## config.mk

```make
export PLATFORM = sky130hd
export DESIGN_NAME = uif_irq_format
export DESIGN_NICKNAME = d
export VERILOG_FILES = /design/src/uif_pkg.sv /design/src/uif_fmt_if.sv /design/src/uif_irq_format.sv /design/src/uif_frame_calc.sv
export SDC_FILE = /design/constraint.sdc
export NUM_CORES = 1
export LEC_CHECK = 0
export BUFFER_PORTS_ARGS = -buffer_cell sky130_fd_sc_hd__buf_2
export CORE_MARGIN = 1
export CORE_UTILIZATION = 30
export DETAILED_ROUTE_END_ITERATION = 10
export PLACE_DENSITY = 0.49
export SYNTH_ARGS = -nofsm -noshare
export SYNTH_HDL_FRONTEND = slang
export SYNTH_HIERARCHICAL = 1
export SYNTH_SLANG_ARGS = --single-unit
```

## constraint.sdc

```tcl
create_clock -name CORE_CLK -period 2.1 [get_ports CORE_CLK]
set_clock_uncertainty 0.2 [all_clocks]
set_input_delay 0.315 -clock CORE_CLK [delete_from_list [all_inputs] [get_ports CORE_CLK]]
set_output_delay 0.315 -clock CORE_CLK [all_outputs]
set_load 0.1 [all_outputs]
```

## src/uif_pkg.sv

```systemverilog
// Constants, field positions and source codes for the interrupt identification
// and line format block. Assumes a 32-bit AXI4-Lite master; registers are 8-bit except the 16-bit divisor.
//
// How it works
// - Identification read returns the code of the latched source, the top pending one at latch time.
// - A latched source is held until read; no other source is taken meanwhile.
// - Reading identification clears only the reported source; others stay pending.
// - Line condition is top priority, bits 3..0 read 0110.
// - Received data available is second priority, bits 3..0 read 0100.
// - Receive timeout is third priority, bits 3..0 read 1100.
// - Transmit holding empty is fourth priority, bits 3..0 read 0010.
// - Modem change is lowest priority, bits 3..0 read 0000 with pending.
// - Bits 7 and 6 read one with FIFOs enabled, zero otherwise.
// - Bit 5 reads one in 64-entry mode, zero in 16-entry mode.
// - Bit 0 is zero while a source is latched, one when none is latched.
// - Format bit 7 exposes divisor latch and hides identification and FIFO setup.
// - Format bit 6 holds the serial output low until cleared.
// - Format bit 3 enables parity generate and check; zero means none.
// - Parity on, bits 5..4 = 00: odd parity.
// - Parity on, bits 5..4 = 01: even parity.
// - Parity on, bits 5..4 = 10: parity bit forced one.
// - Parity on, bits 5..4 = 11: parity bit forced zero.
// - Bit 2 zero gives one stop; one gives 1.5 (5-bit) or 2 stops.
// - Bits 1..0 select 5, 6, 7 or 8 data bits.
// - Data available sets when receive count equals the trigger level.
package uif_pkg;

   // ****
   // Register byte offsets
   // ****
   localparam logic [7:0] UIF_OFS_SOURCE_ID = 8'h00;
   localparam logic [7:0] UIF_OFS_LINE_FMT = 8'h04;
   localparam logic [7:0] UIF_OFS_FIFO_SETUP = 8'h08;
   localparam logic [7:0] UIF_OFS_DIVISOR = 8'h0C;

   // ****
   // Reset values
   // ****
   localparam logic [7:0] UIF_RST_LINE_FMT = 8'h00;
   localparam logic [7:0] UIF_RST_FIFO_SETUP = 8'h00;
   localparam logic [15:0] UIF_RST_DIVISOR = 16'h0000;

   // ****
   // Field positions
   // ****
   localparam int UIF_LF_DIV_ACCESS = 7;
   localparam int UIF_LF_BREAK = 6;
   localparam int UIF_LF_FORCE = 5;
   localparam int UIF_LF_EVEN = 4;
   localparam int UIF_LF_PAR_EN = 3;
   localparam int UIF_LF_STOP = 2;
   localparam int UIF_FS_ENABLE = 0;
   localparam int UIF_FS_DEEP = 5;
   localparam int UIF_FS_TRIG_LO = 6;
   localparam logic [7:0] UIF_FS_STORE_MASK = 8'hE9;

   // ****
   // AXI responses and frame figures
   // ****
   localparam logic [1:0] UIF_RESP_OKAY = 2'h0;
   localparam logic [1:0] UIF_RESP_SLVERR = 2'h2;
   localparam logic [3:0] UIF_MIN_WORD_BITS = 4'h5;
   localparam logic [2:0] UIF_STOP_HALF_ONE = 3'h2;
   localparam logic [2:0] UIF_STOP_HALF_ONE_HALF = 3'h3;
   localparam logic [2:0] UIF_STOP_HALF_TWO = 3'h4;

   // ****
   // Interrupt sources, index is priority order
   // ****
   typedef enum logic [2:0] {
      UIF_SRC_LINE = 3'b000,
      UIF_SRC_RXDATA = 3'b001,
      UIF_SRC_TIMEOUT = 3'b010,
      UIF_SRC_THR = 3'b011,
      UIF_SRC_MODEM = 3'b100
   } uif_src_t;
   localparam int UIF_NUM_SRC = 5;

   // Bits 3..1 of the identification value per source
   localparam logic [2:0] UIF_ID_LINE = 3'h3;
   localparam logic [2:0] UIF_ID_RXDATA = 3'h2;
   localparam logic [2:0] UIF_ID_TIMEOUT = 3'h6;
   localparam logic [2:0] UIF_ID_THR = 3'h1;
   localparam logic [2:0] UIF_ID_MODEM = 3'h0;

   // Receive trigger levels, 16- and 64-entry modes
   localparam logic [6:0] UIF_TRIG16_0 = 7'h01;
   localparam logic [6:0] UIF_TRIG16_1 = 7'h04;
   localparam logic [6:0] UIF_TRIG16_2 = 7'h08;
   localparam logic [6:0] UIF_TRIG16_3 = 7'h0E;
   localparam logic [6:0] UIF_TRIG64_0 = 7'h01;
   localparam logic [6:0] UIF_TRIG64_1 = 7'h10;
   localparam logic [6:0] UIF_TRIG64_2 = 7'h20;
   localparam logic [6:0] UIF_TRIG64_3 = 7'h38;

endpackage : uif_pkg

```

## src/uif_fmt_if.sv

```systemverilog
// Interface between the register block and the frame format calculator.
// Assumes both ends sit on the same clock; the calculator is combinational.
`timescale 1ns/10ps
interface uif_fmt_if;
   logic [7:0] fmt;
   logic [7:0] tx_data;
   logic [7:0] rx_data;
   logic rx_par;
   logic tx_par;
   logic rx_err;
   logic [3:0] word_bits;
   logic [2:0] stop_half;

   // Register side drives format and data
   modport ctl (output fmt, tx_data, rx_data, rx_par, input tx_par, rx_err, word_bits, stop_half);
   // Calculator side returns parity and framing
   modport calc (input fmt, tx_data, rx_data, rx_par, output tx_par, rx_err, word_bits, stop_half);
endinterface : uif_fmt_if

```

## src/uif_irq_format.sv

```systemverilog
// Interrupt identification with read-to-clear, line format and FIFO setup
// registers behind an AXI4-Lite slave. Assumes synchronous inputs on CORE_CLK
// and event inputs as one-cycle pulses from the receiver and transmitter.
`timescale 1ns/10ps
module uif_irq_format
   import uif_pkg::*;
(
   // Clock and reset
   input wire logic CORE_CLK,
   input wire logic RESET,
   // AXI4-Lite write address
   input wire logic [7:0] S_AXI_AWADDR,
   input wire logic S_AXI_AWVALID,
   output logic S_AXI_AWREADY,
   // AXI4-Lite write data
   input wire logic [31:0] S_AXI_WDATA,
   input wire logic [3:0] S_AXI_WSTRB,
   input wire logic S_AXI_WVALID,
   output logic S_AXI_WREADY,
   // AXI4-Lite write response
   output logic [1:0] S_AXI_BRESP,
   output logic S_AXI_BVALID,
   input wire logic S_AXI_BREADY,
   // AXI4-Lite read address
   input wire logic [7:0] S_AXI_ARADDR,
   input wire logic S_AXI_ARVALID,
   output logic S_AXI_ARREADY,
   // AXI4-Lite read data
   output logic [31:0] S_AXI_RDATA,
   output logic [1:0] S_AXI_RRESP,
   output logic S_AXI_RVALID,
   input wire logic S_AXI_RREADY,
   // Interrupt source events
   input wire logic LINE_CONDITION_EVT,
   input wire logic RX_TIMEOUT_EVT,
   input wire logic TX_HOLDING_EMPTY_EVT,
   input wire logic MODEM_CHANGE_EVT,
   input wire logic [6:0] RX_FIFO_COUNT,
   // Serial data path
   input wire logic TX_SERIAL_IN,
   output logic TX_SERIAL_OUT,
   input wire logic [7:0] TX_DATA,
   output logic TX_PARITY_BIT,
   input wire logic [7:0] RX_DATA,
   input wire logic RX_PARITY_IN,
   output logic RX_PARITY_ERR,
   // Decoded configuration
   output logic [3:0] WORD_BITS,
   output logic [2:0] STOP_HALF_BITS,
   output logic PARITY_ENABLE,
   output logic DIVISOR_ACCESS,
   output logic [15:0] DIVISOR,
   output logic FIFO_ENABLE,
   output logic FIFO_DEEP,
   output logic INT_PENDING
);

   // ****
   // State
   // ****
   typedef struct packed {
      logic awready;
      logic wready;
      logic aw_full;
      logic [7:0] aw_addr;
      logic w_full;
      logic [31:0] w_data;
      logic [3:0] w_strb;
      logic bvalid;
      logic [1:0] bresp;
      logic arready;
      logic rvalid;
      logic [31:0] rdata;
      logic [1:0] rresp;
      logic [7:0] line_fmt;
      logic [7:0] fifo_setup;
      logic [15:0] divisor;
      logic [UIF_NUM_SRC-1:0] pending;
      logic cur_active;
      uif_src_t cur_src;
      logic tx_out;
      logic tx_par;
      logic rx_err;
      logic [3:0] word_bits;
      logic [2:0] stop_half;
   } uif_state_t;

   uif_state_t s;
   uif_state_t next_s;

   uif_fmt_if fmt_bus ();

   logic [UIF_NUM_SRC-1:0] evt;
   logic [6:0] trig_level;
   logic [7:0] source_id;
   logic fifo_en;
   logic fifo_deep;
   logic div_access;

   // ****
   // Frame format calculator
   // ****
   uif_frame_calc u_calc (
      .f (fmt_bus.calc)
   );

   // Feed format and data to the calculator
   assign fmt_bus.fmt = s.line_fmt;
   assign fmt_bus.tx_data = TX_DATA;
   assign fmt_bus.rx_data = RX_DATA;
   assign fmt_bus.rx_par = RX_PARITY_IN;

   // Decoded configuration
   assign fifo_en = s.fifo_setup[UIF_FS_ENABLE];
   assign fifo_deep = s.fifo_setup[UIF_FS_DEEP];
   assign div_access = s.line_fmt[UIF_LF_DIV_ACCESS];

   // ****
   // Interrupt sources
   // ****

   // Receive trigger level; one entry when FIFOs are off
   always_comb begin
      trig_level = UIF_TRIG16_0;
      if (fifo_en) begin
         case ({fifo_deep, s.fifo_setup[UIF_FS_TRIG_LO+1:UIF_FS_TRIG_LO]})
            3'h0: trig_level = UIF_TRIG16_0;
            3'h1: trig_level = UIF_TRIG16_1;
            3'h2: trig_level = UIF_TRIG16_2;
            3'h3: trig_level = UIF_TRIG16_3;
            3'h4: trig_level = UIF_TRIG64_0;
            3'h5: trig_level = UIF_TRIG64_1;
            3'h6: trig_level = UIF_TRIG64_2;
            default: trig_level = UIF_TRIG64_3;
         endcase
      end
   end

   // Event vector in priority order
   always_comb begin
      evt = '0;
      evt[UIF_SRC_LINE] = LINE_CONDITION_EVT;
      evt[UIF_SRC_RXDATA] = (RX_FIFO_COUNT == trig_level);
      evt[UIF_SRC_TIMEOUT] = RX_TIMEOUT_EVT;
      evt[UIF_SRC_THR] = TX_HOLDING_EMPTY_EVT;
      evt[UIF_SRC_MODEM] = MODEM_CHANGE_EVT;
   end

   // Identification value of the latched source
   always_comb begin
      source_id = 8'h01;
      if (s.cur_active) begin
         case (s.cur_src)
            UIF_SRC_LINE: source_id[3:1] = UIF_ID_LINE;
            UIF_SRC_RXDATA: source_id[3:1] = UIF_ID_RXDATA;
            UIF_SRC_TIMEOUT: source_id[3:1] = UIF_ID_TIMEOUT;
            UIF_SRC_THR: source_id[3:1] = UIF_ID_THR;
            UIF_SRC_MODEM: source_id[3:1] = UIF_ID_MODEM;
            default: source_id[3:1] = UIF_ID_MODEM;
         endcase
         source_id[0] = 1'b0;
      end
      source_id[7] = fifo_en;
      source_id[6] = fifo_en;
      source_id[5] = fifo_en && fifo_deep;
      source_id[4] = 1'b0;
   end

   // Read data for an address; identification and FIFO setup hidden while divisor access is on
   function automatic logic [32:0] read_mux(input uif_state_t st, input logic [7:0] addr,
                                            input logic [7:0] sid);
      logic [32:0] r;
      r = {1'b0, 32'h00000000};
      case (addr)
         UIF_OFS_SOURCE_ID: begin
            if (!st.line_fmt[UIF_LF_DIV_ACCESS]) begin
               r[7:0] = sid;
            end else begin
               r[32] = 1'b1;
            end
         end
         UIF_OFS_LINE_FMT: r[7:0] = st.line_fmt;
         UIF_OFS_FIFO_SETUP: begin
            if (!st.line_fmt[UIF_LF_DIV_ACCESS]) begin
               r[7:0] = st.fifo_setup;
            end else begin
               r[32] = 1'b1;
            end
         end
         UIF_OFS_DIVISOR: begin
            if (st.line_fmt[UIF_LF_DIV_ACCESS]) begin
               r[15:0] = st.divisor;
            end else begin
               r[32] = 1'b1;
            end
         end
         default: r[32] = 1'b1;
      endcase
      return r;
   endfunction : read_mux

   // ****
   // Next state
   // ****
   always_comb begin
      logic [32:0] rd;
      logic isr_read;
      logic wr_err;
      rd = {1'b0, 32'h00000000};
      isr_read = 1'b0;
      wr_err = 1'b0;
      next_s = s;

      // Response handshakes release the channels
      if (s.bvalid && S_AXI_BREADY) begin
         next_s.bvalid = 1'b0;
      end
      if (s.rvalid && S_AXI_RREADY) begin
         next_s.rvalid = 1'b0;
      end

      // Capture write address and data in either order
      if (S_AXI_AWVALID && s.awready) begin
         next_s.aw_full = 1'b1;
         next_s.aw_addr = S_AXI_AWADDR;
      end
      if (S_AXI_WVALID && s.wready) begin
         next_s.w_full = 1'b1;
         next_s.w_data = S_AXI_WDATA;
         next_s.w_strb = S_AXI_WSTRB;
      end

      // Perform a write once both halves are held
      if (s.aw_full && s.w_full && !s.bvalid) begin
         case (s.aw_addr)
            UIF_OFS_SOURCE_ID: wr_err = div_access;
            UIF_OFS_LINE_FMT: begin
               if (s.w_strb[0]) begin
                  next_s.line_fmt = s.w_data[7:0];
               end
            end
            UIF_OFS_FIFO_SETUP: begin
               if (div_access) begin
                  wr_err = 1'b1;
               end else if (s.w_strb[0]) begin
                  // Other bits program only with the enable bit set
                  if (s.w_data[UIF_FS_ENABLE]) begin
                     next_s.fifo_setup = s.w_data[7:0] & UIF_FS_STORE_MASK;
                  end else begin
                     next_s.fifo_setup[UIF_FS_ENABLE] = 1'b0;
                  end
               end
            end
            UIF_OFS_DIVISOR: begin
               if (!div_access) begin
                  wr_err = 1'b1;
               end else begin
                  if (s.w_strb[0]) begin
                     next_s.divisor[7:0] = s.w_data[7:0];
                  end
                  if (s.w_strb[1]) begin
                     next_s.divisor[15:8] = s.w_data[15:8];
                  end
               end
            end
            default: wr_err = 1'b1;
         endcase
         next_s.aw_full = 1'b0;
         next_s.w_full = 1'b0;
         next_s.bvalid = 1'b1;
         next_s.bresp = wr_err ? UIF_RESP_SLVERR : UIF_RESP_OKAY;
      end

      // Read access and its side effect
      if (S_AXI_ARVALID && s.arready) begin
         rd = read_mux(s, S_AXI_ARADDR, source_id);
         next_s.rvalid = 1'b1;
         next_s.rdata = rd[31:0];
         next_s.rresp = rd[32] ? UIF_RESP_SLVERR : UIF_RESP_OKAY;
         isr_read = (S_AXI_ARADDR == UIF_OFS_SOURCE_ID) && !div_access;
      end

      // Reading clears only the reported source
      if (isr_read && s.cur_active) begin
         next_s.pending[s.cur_src] = 1'b0;
         next_s.cur_active = 1'b0;
      end

      // New events set pending; a set beats a same-cycle clear
      for (int i = 0; i < UIF_NUM_SRC; i++) begin
         if (evt[i]) begin
            next_s.pending[i] = 1'b1;
         end
      end

      // Latch the top pending source only while none is held
      if (!s.cur_active && (s.pending != '0)) begin
         next_s.cur_active = 1'b1;
         next_s.cur_src = UIF_SRC_MODEM;
         for (int i = UIF_NUM_SRC - 1; i >= 0; i--) begin
            if (s.pending[i]) begin
               next_s.cur_src = uif_src_t'(i[2:0]);
            end
         end
      end

      // Ready flags follow channel occupancy
      next_s.awready = !next_s.aw_full;
      next_s.wready = !next_s.w_full;
      next_s.arready = !next_s.rvalid;

      // Serial output and frame outputs
      next_s.tx_out = s.line_fmt[UIF_LF_BREAK] ? 1'b0 : TX_SERIAL_IN;
      next_s.tx_par = fmt_bus.tx_par;
      next_s.rx_err = fmt_bus.rx_err;
      next_s.word_bits = fmt_bus.word_bits;
      next_s.stop_half = fmt_bus.stop_half;
   end

   // ****
   // State register
   // ****
   always_ff @(posedge CORE_CLK) begin
      if (RESET) begin
         s <= '0;
         s.cur_src <= UIF_SRC_LINE;
         s.line_fmt <= UIF_RST_LINE_FMT;
         s.fifo_setup <= UIF_RST_FIFO_SETUP;
         s.divisor <= UIF_RST_DIVISOR;
         s.tx_out <= 1'b1; // Idle line is high
         s.word_bits <= UIF_MIN_WORD_BITS;
         s.stop_half <= UIF_STOP_HALF_ONE;
      end else begin
         s <= next_s;
      end
   end

   // ****
   // Outputs
   // ****
   assign S_AXI_AWREADY = s.awready;
   assign S_AXI_WREADY = s.wready;
   assign S_AXI_BVALID = s.bvalid;
   assign S_AXI_BRESP = s.bresp;
   assign S_AXI_ARREADY = s.arready;
   assign S_AXI_RVALID = s.rvalid;
   assign S_AXI_RDATA = s.rdata;
   assign S_AXI_RRESP = s.rresp;
   assign TX_SERIAL_OUT = s.tx_out;
   assign TX_PARITY_BIT = s.tx_par;
   assign RX_PARITY_ERR = s.rx_err;
   assign WORD_BITS = s.word_bits;
   assign STOP_HALF_BITS = s.stop_half;
   assign PARITY_ENABLE = s.line_fmt[UIF_LF_PAR_EN];
   assign DIVISOR_ACCESS = s.line_fmt[UIF_LF_DIV_ACCESS];
   assign DIVISOR = s.divisor;
   assign FIFO_ENABLE = s.fifo_setup[UIF_FS_ENABLE];
   assign FIFO_DEEP = s.fifo_setup[UIF_FS_DEEP];
   assign INT_PENDING = s.cur_active;

endmodule : uif_irq_format

```

## src/uif_frame_calc.sv

```systemverilog
// Frame format calculator: parity bit, parity check, word and stop length.
// Data bits above the word length are masked off here; the caller passes them unmasked.
`timescale 1ns/10ps
module uif_frame_calc
   import uif_pkg::*;
(
   // Format and data
   uif_fmt_if.calc f
);

   logic [7:0] len_mask;
   logic [7:0] tx_masked;
   logic [7:0] rx_masked;
   logic tx_calc;
   logic rx_calc;

   // Mask data to the selected word length
   always_comb begin
      case (f.fmt[1:0])
         2'h0: len_mask = 8'h1F;
         2'h1: len_mask = 8'h3F;
         2'h2: len_mask = 8'h7F;
         default: len_mask = 8'hFF;
      endcase
      tx_masked = f.tx_data & len_mask;
      rx_masked = f.rx_data & len_mask;
   end

   // Parity bit per format for a given data word
   function automatic logic par_of(input logic [7:0] fmt, input logic [7:0] d);
      logic r;
      r = 1'b0;
      if (!fmt[UIF_LF_PAR_EN]) begin
         r = 1'b0;
      end else if (!fmt[UIF_LF_FORCE] && !fmt[UIF_LF_EVEN]) begin
         r = ~(^d);
      end else if (!fmt[UIF_LF_FORCE] && fmt[UIF_LF_EVEN]) begin
         r = ^d;
      end else if (!fmt[UIF_LF_EVEN]) begin
         r = 1'b1;
      end else begin
         r = 1'b0;
      end
      return r;
   endfunction : par_of

   // Generate and check parity
   always_comb begin
      tx_calc = par_of(f.fmt, tx_masked);
      rx_calc = par_of(f.fmt, rx_masked);
      f.tx_par = tx_calc;
      f.rx_err = f.fmt[UIF_LF_PAR_EN] && (f.rx_par != rx_calc);
   end

   // Word length and stop length in half bit times
   always_comb begin
      f.word_bits = UIF_MIN_WORD_BITS + {2'h0, f.fmt[1:0]};
      if (!f.fmt[UIF_LF_STOP]) begin
         f.stop_half = UIF_STOP_HALF_ONE;
      end else if (f.fmt[1:0] == 2'h0) begin
         f.stop_half = UIF_STOP_HALF_ONE_HALF;
      end else begin
         f.stop_half = UIF_STOP_HALF_TWO;
      end
   end

endmodule : uif_frame_calc

```

==> results <==
- The average vias per placed instance is 4.56.
- The critical path is of the flop to flop type.
- The run finished with clean final reports.
- The starting density of the core is 31.2%.
- The first detailed-routing pass ran for 4 iterations.
- For this design the ratio of total power to cell area is 725 nW/µm².
- With fillers left out, the area of the finished cells amounts to 5900 µm².
- Setup violations remaining at the end of the flow were counted as 0.
- STA classifies the critical path endpoint as a flop.
- Clock latency on the worst-skew pair, taken at its later pin, is 0.35 ns.
- The CTS H-tree depth is 3.
- The total of max-cap violations is 0.
- The worst hold path cell count is 3.
- The number of buffers created by CTS is 9.
- During synthesis, Yosys emitted a total of 6 warnings.
- The overall die width is 129 µm.
- The most common cell after layout, fill and taps aside is buf_2.
- The total global-route track usage is 15.0%.
- The portion of synthesized cell area occupied by the leading cell type is 41.1%.
- The via count of the first global-routing pass was 3791.
- From bottom edge to top edge, the die measures 129 µm.
- Based on the critical path, the design can be clocked at up to 508 MHz.
- The floorplan die area is 16600 µm².
- The classification of the worst-slack hold path is input port to flop.
- Entering global routing, the biggest net connects 106 pins.
- The fraction of the cycle the final worst path needs is 93.7%.
- The post-synthesis async set-or-reset flop share is 0%.
- The total global routing overflow is 0.
- 160 I/O pins were placed.
- The data arrival time of the critical path is 1.99 ns.
- The post-route minimum period is 1.97 ns.
- The number of cell rows is 45.
- The count of mapped cells out of synthesis is 559.
- The number of DRC markers after the initial detailed-route iteration is 207.
- The remaining antenna violation count after routing is 0.
- In the post-synthesis netlist, the biggest area contributors are dfxtp_1, buf_4, mux2i_1.
- The kind of start point of the critical path is a flop.
- The worst register-to-register path has a depth of 4.
- The count of input and output buffers is 123.
- In this run the worst path has a maximum fanout of 8.
- After clock tree synthesis, the clock-pin slew on the worst setup and hold paths is 0.07 ns.
- TritonCTS built the clock tree.
- Leaving out fill and tap cells, the most frequent cells in the layout are buf_2, dfxtp_1, nand2_1.
- The first-pass GRT wire length is 19000 µm.
- The average detailed-routed wire length per instance is 13.7 µm.
- The final worst hold slack is 0.0178 ns.
- The number of antenna violations at the first check in global routing is 0.
- The area growth from synthesis to layout is 22.4%.
- Dividing the synthesized area by the synthesized cell count gives 8.62 µm².
- In this run the static leakage power is 0.00246 µW.
- The hold violation total from the final report is 0.
- The peak supply drop is 0.000416 V.
- Counting every sink on the clock net gives 99.
- The half-perimeter wire length after detailed placement is 8820 µm.
- The synthesized design contains 99 register bits.
- Setup repair after global routing left no endpoint under its margin.
- The number of pins with negative max-slew slack in the final report is 0.
- In this run, distinct cell masters in the synthesized netlist total 55.
- After floorplanning, the core was sized to cover 15400 µm².
- The main flop type after synthesis is dfxtp_1.
- At the end of the flow, the number of nets in the layout was 756.
- In the final layout, the share of cells above drive strength 1 is 27.1%.
- No sink is reached through more buffers than the 2 on the longest clock path.
- After detailed routing, the total wire length is 12000 µm.
- The tree is rooted in a clkbuf_16.
- The vias after detailed routing is 4010.
- The routability-driven placement congestion ratio is 0.802.
- Of all cell types, the one taking the most synthesized area is dfxtp_1.
- The setup TNS is 0 ns.
- The synthesized netlist occupies a cell area of 4820 µm².
- For the worst setup path, the data required time is 2.12 ns.
- The cell area after placement is 5400 µm².
- In this run, synthesis inferred 0 flip-flops with an integrated enable.
- The total DRC errors in the routed layout is 0.
- The share of the Yosys chip area taken by registers is 41.1%.
- The number of antenna diodes in the final layout is 0.
## sequential cells by signal, indices dropped and copies added, names as in the netlist, 3 cells and up
name,flops
WORD_BITS,4
s,39
S_AXI_RDATA,16
fmt_bus.fmt,8
STOP_HALF_BITS,3
DIVISOR,16
## stage by stage
step	power [µW]	cells	utilization (%)	worst slack, ns
5_1_grt	4460	880	38.3	0.0133
4_1_cts	4350	880	38.2	0.115
6_report	4280	880	38.3	0.132
3_3_place_gp	2590	844	35.0	-0.00114
2_1_floorplan	2470	576	-	0.0535
3_5_place_dp	2600	844	35.0	-0.0926
## worst max-delay path, stage by stage (launching register included)
cell and delay [ns]:
dfxtp_1 0.34, nor4_4 0.30, nand4_1 0.17, or3b_2 0.65, mux2i_1 0.18
## synth_stat cells (2+ instances only)
library cell	number
nand4bb_1	2
nor4_4	2
nor2b_1	17
a21oi_1	41
and2_1	3
nor4_1	4
o211ai_1	3
and4_1	3
nand3_1	13
xor2_1	4
buf_2	2
xnor2_1	11
mux2i_1	35
or2_2	5
buf_4	60
a211oi_1	3
nand2_1	64
nand2b_1	39
and3b_1	2
a22oi_1	12
nor2_1	38
nor3_1	11
nand3b_1	2
or3_1	2
dfxtp_1	99
o22ai_1	2
o21ai_0	11
nor3b_1	2
o31ai_1	2
clkbuf_1	20
nand4_1	3
ha_1	4
inv_1	12
buf_1	5
## repair_timing
item,4_1_cts,5_1_grt
setup endpoints to repair,0,1
gates resized for setup,0,1
hold endpoints to repair,20,0
setup buffers,0,0
hold buffers,20,0
## final timing paths
path / slack, ns / end / from
max reg2reg: 0.13 / fmt_bus.fmt[0] / s[132]
min: 0.02 / s[104] / S_AXI_WDATA[10]
min reg2reg: 0.26 / s[107] / s[107]
max: 0.13 / fmt_bus.fmt[0] / s[132]
## cells by family after synthesis
kind of cell,synth area share (%)
buf+inv,12.4
compound gates,11.5
simple gates,23.8
fa+ha+maj,1.04
flops,41.1
xor+xnor,2.73
mux,7.27
other cells,0.0778
## power breakdown
part	internal (µW)	switching (µW)
Sequential	1920	43.1
Combinational	199	415
Clock	933	767
## layout make-up
class                      instances  area, µm²
timing repair buffer             164        986
multi-input combinational        378       2310
sequential                        99       2000
clock buffer                       9        225
fill                            1644       9520
clock inverter                     7       73.8
inverter                          12       45.0
tap                              211        264
## metal layers
layer	vias to the layer above	track usage, %	share of wire [%]
met5	-	0	0
met4	0	7.68	2.8
met3	21	4.28	5.8
met2	134	23.7	46
met1	1827	18.7	46
li1	2028	-	-
Note: power is estimated with default switching activity, not from simulation.
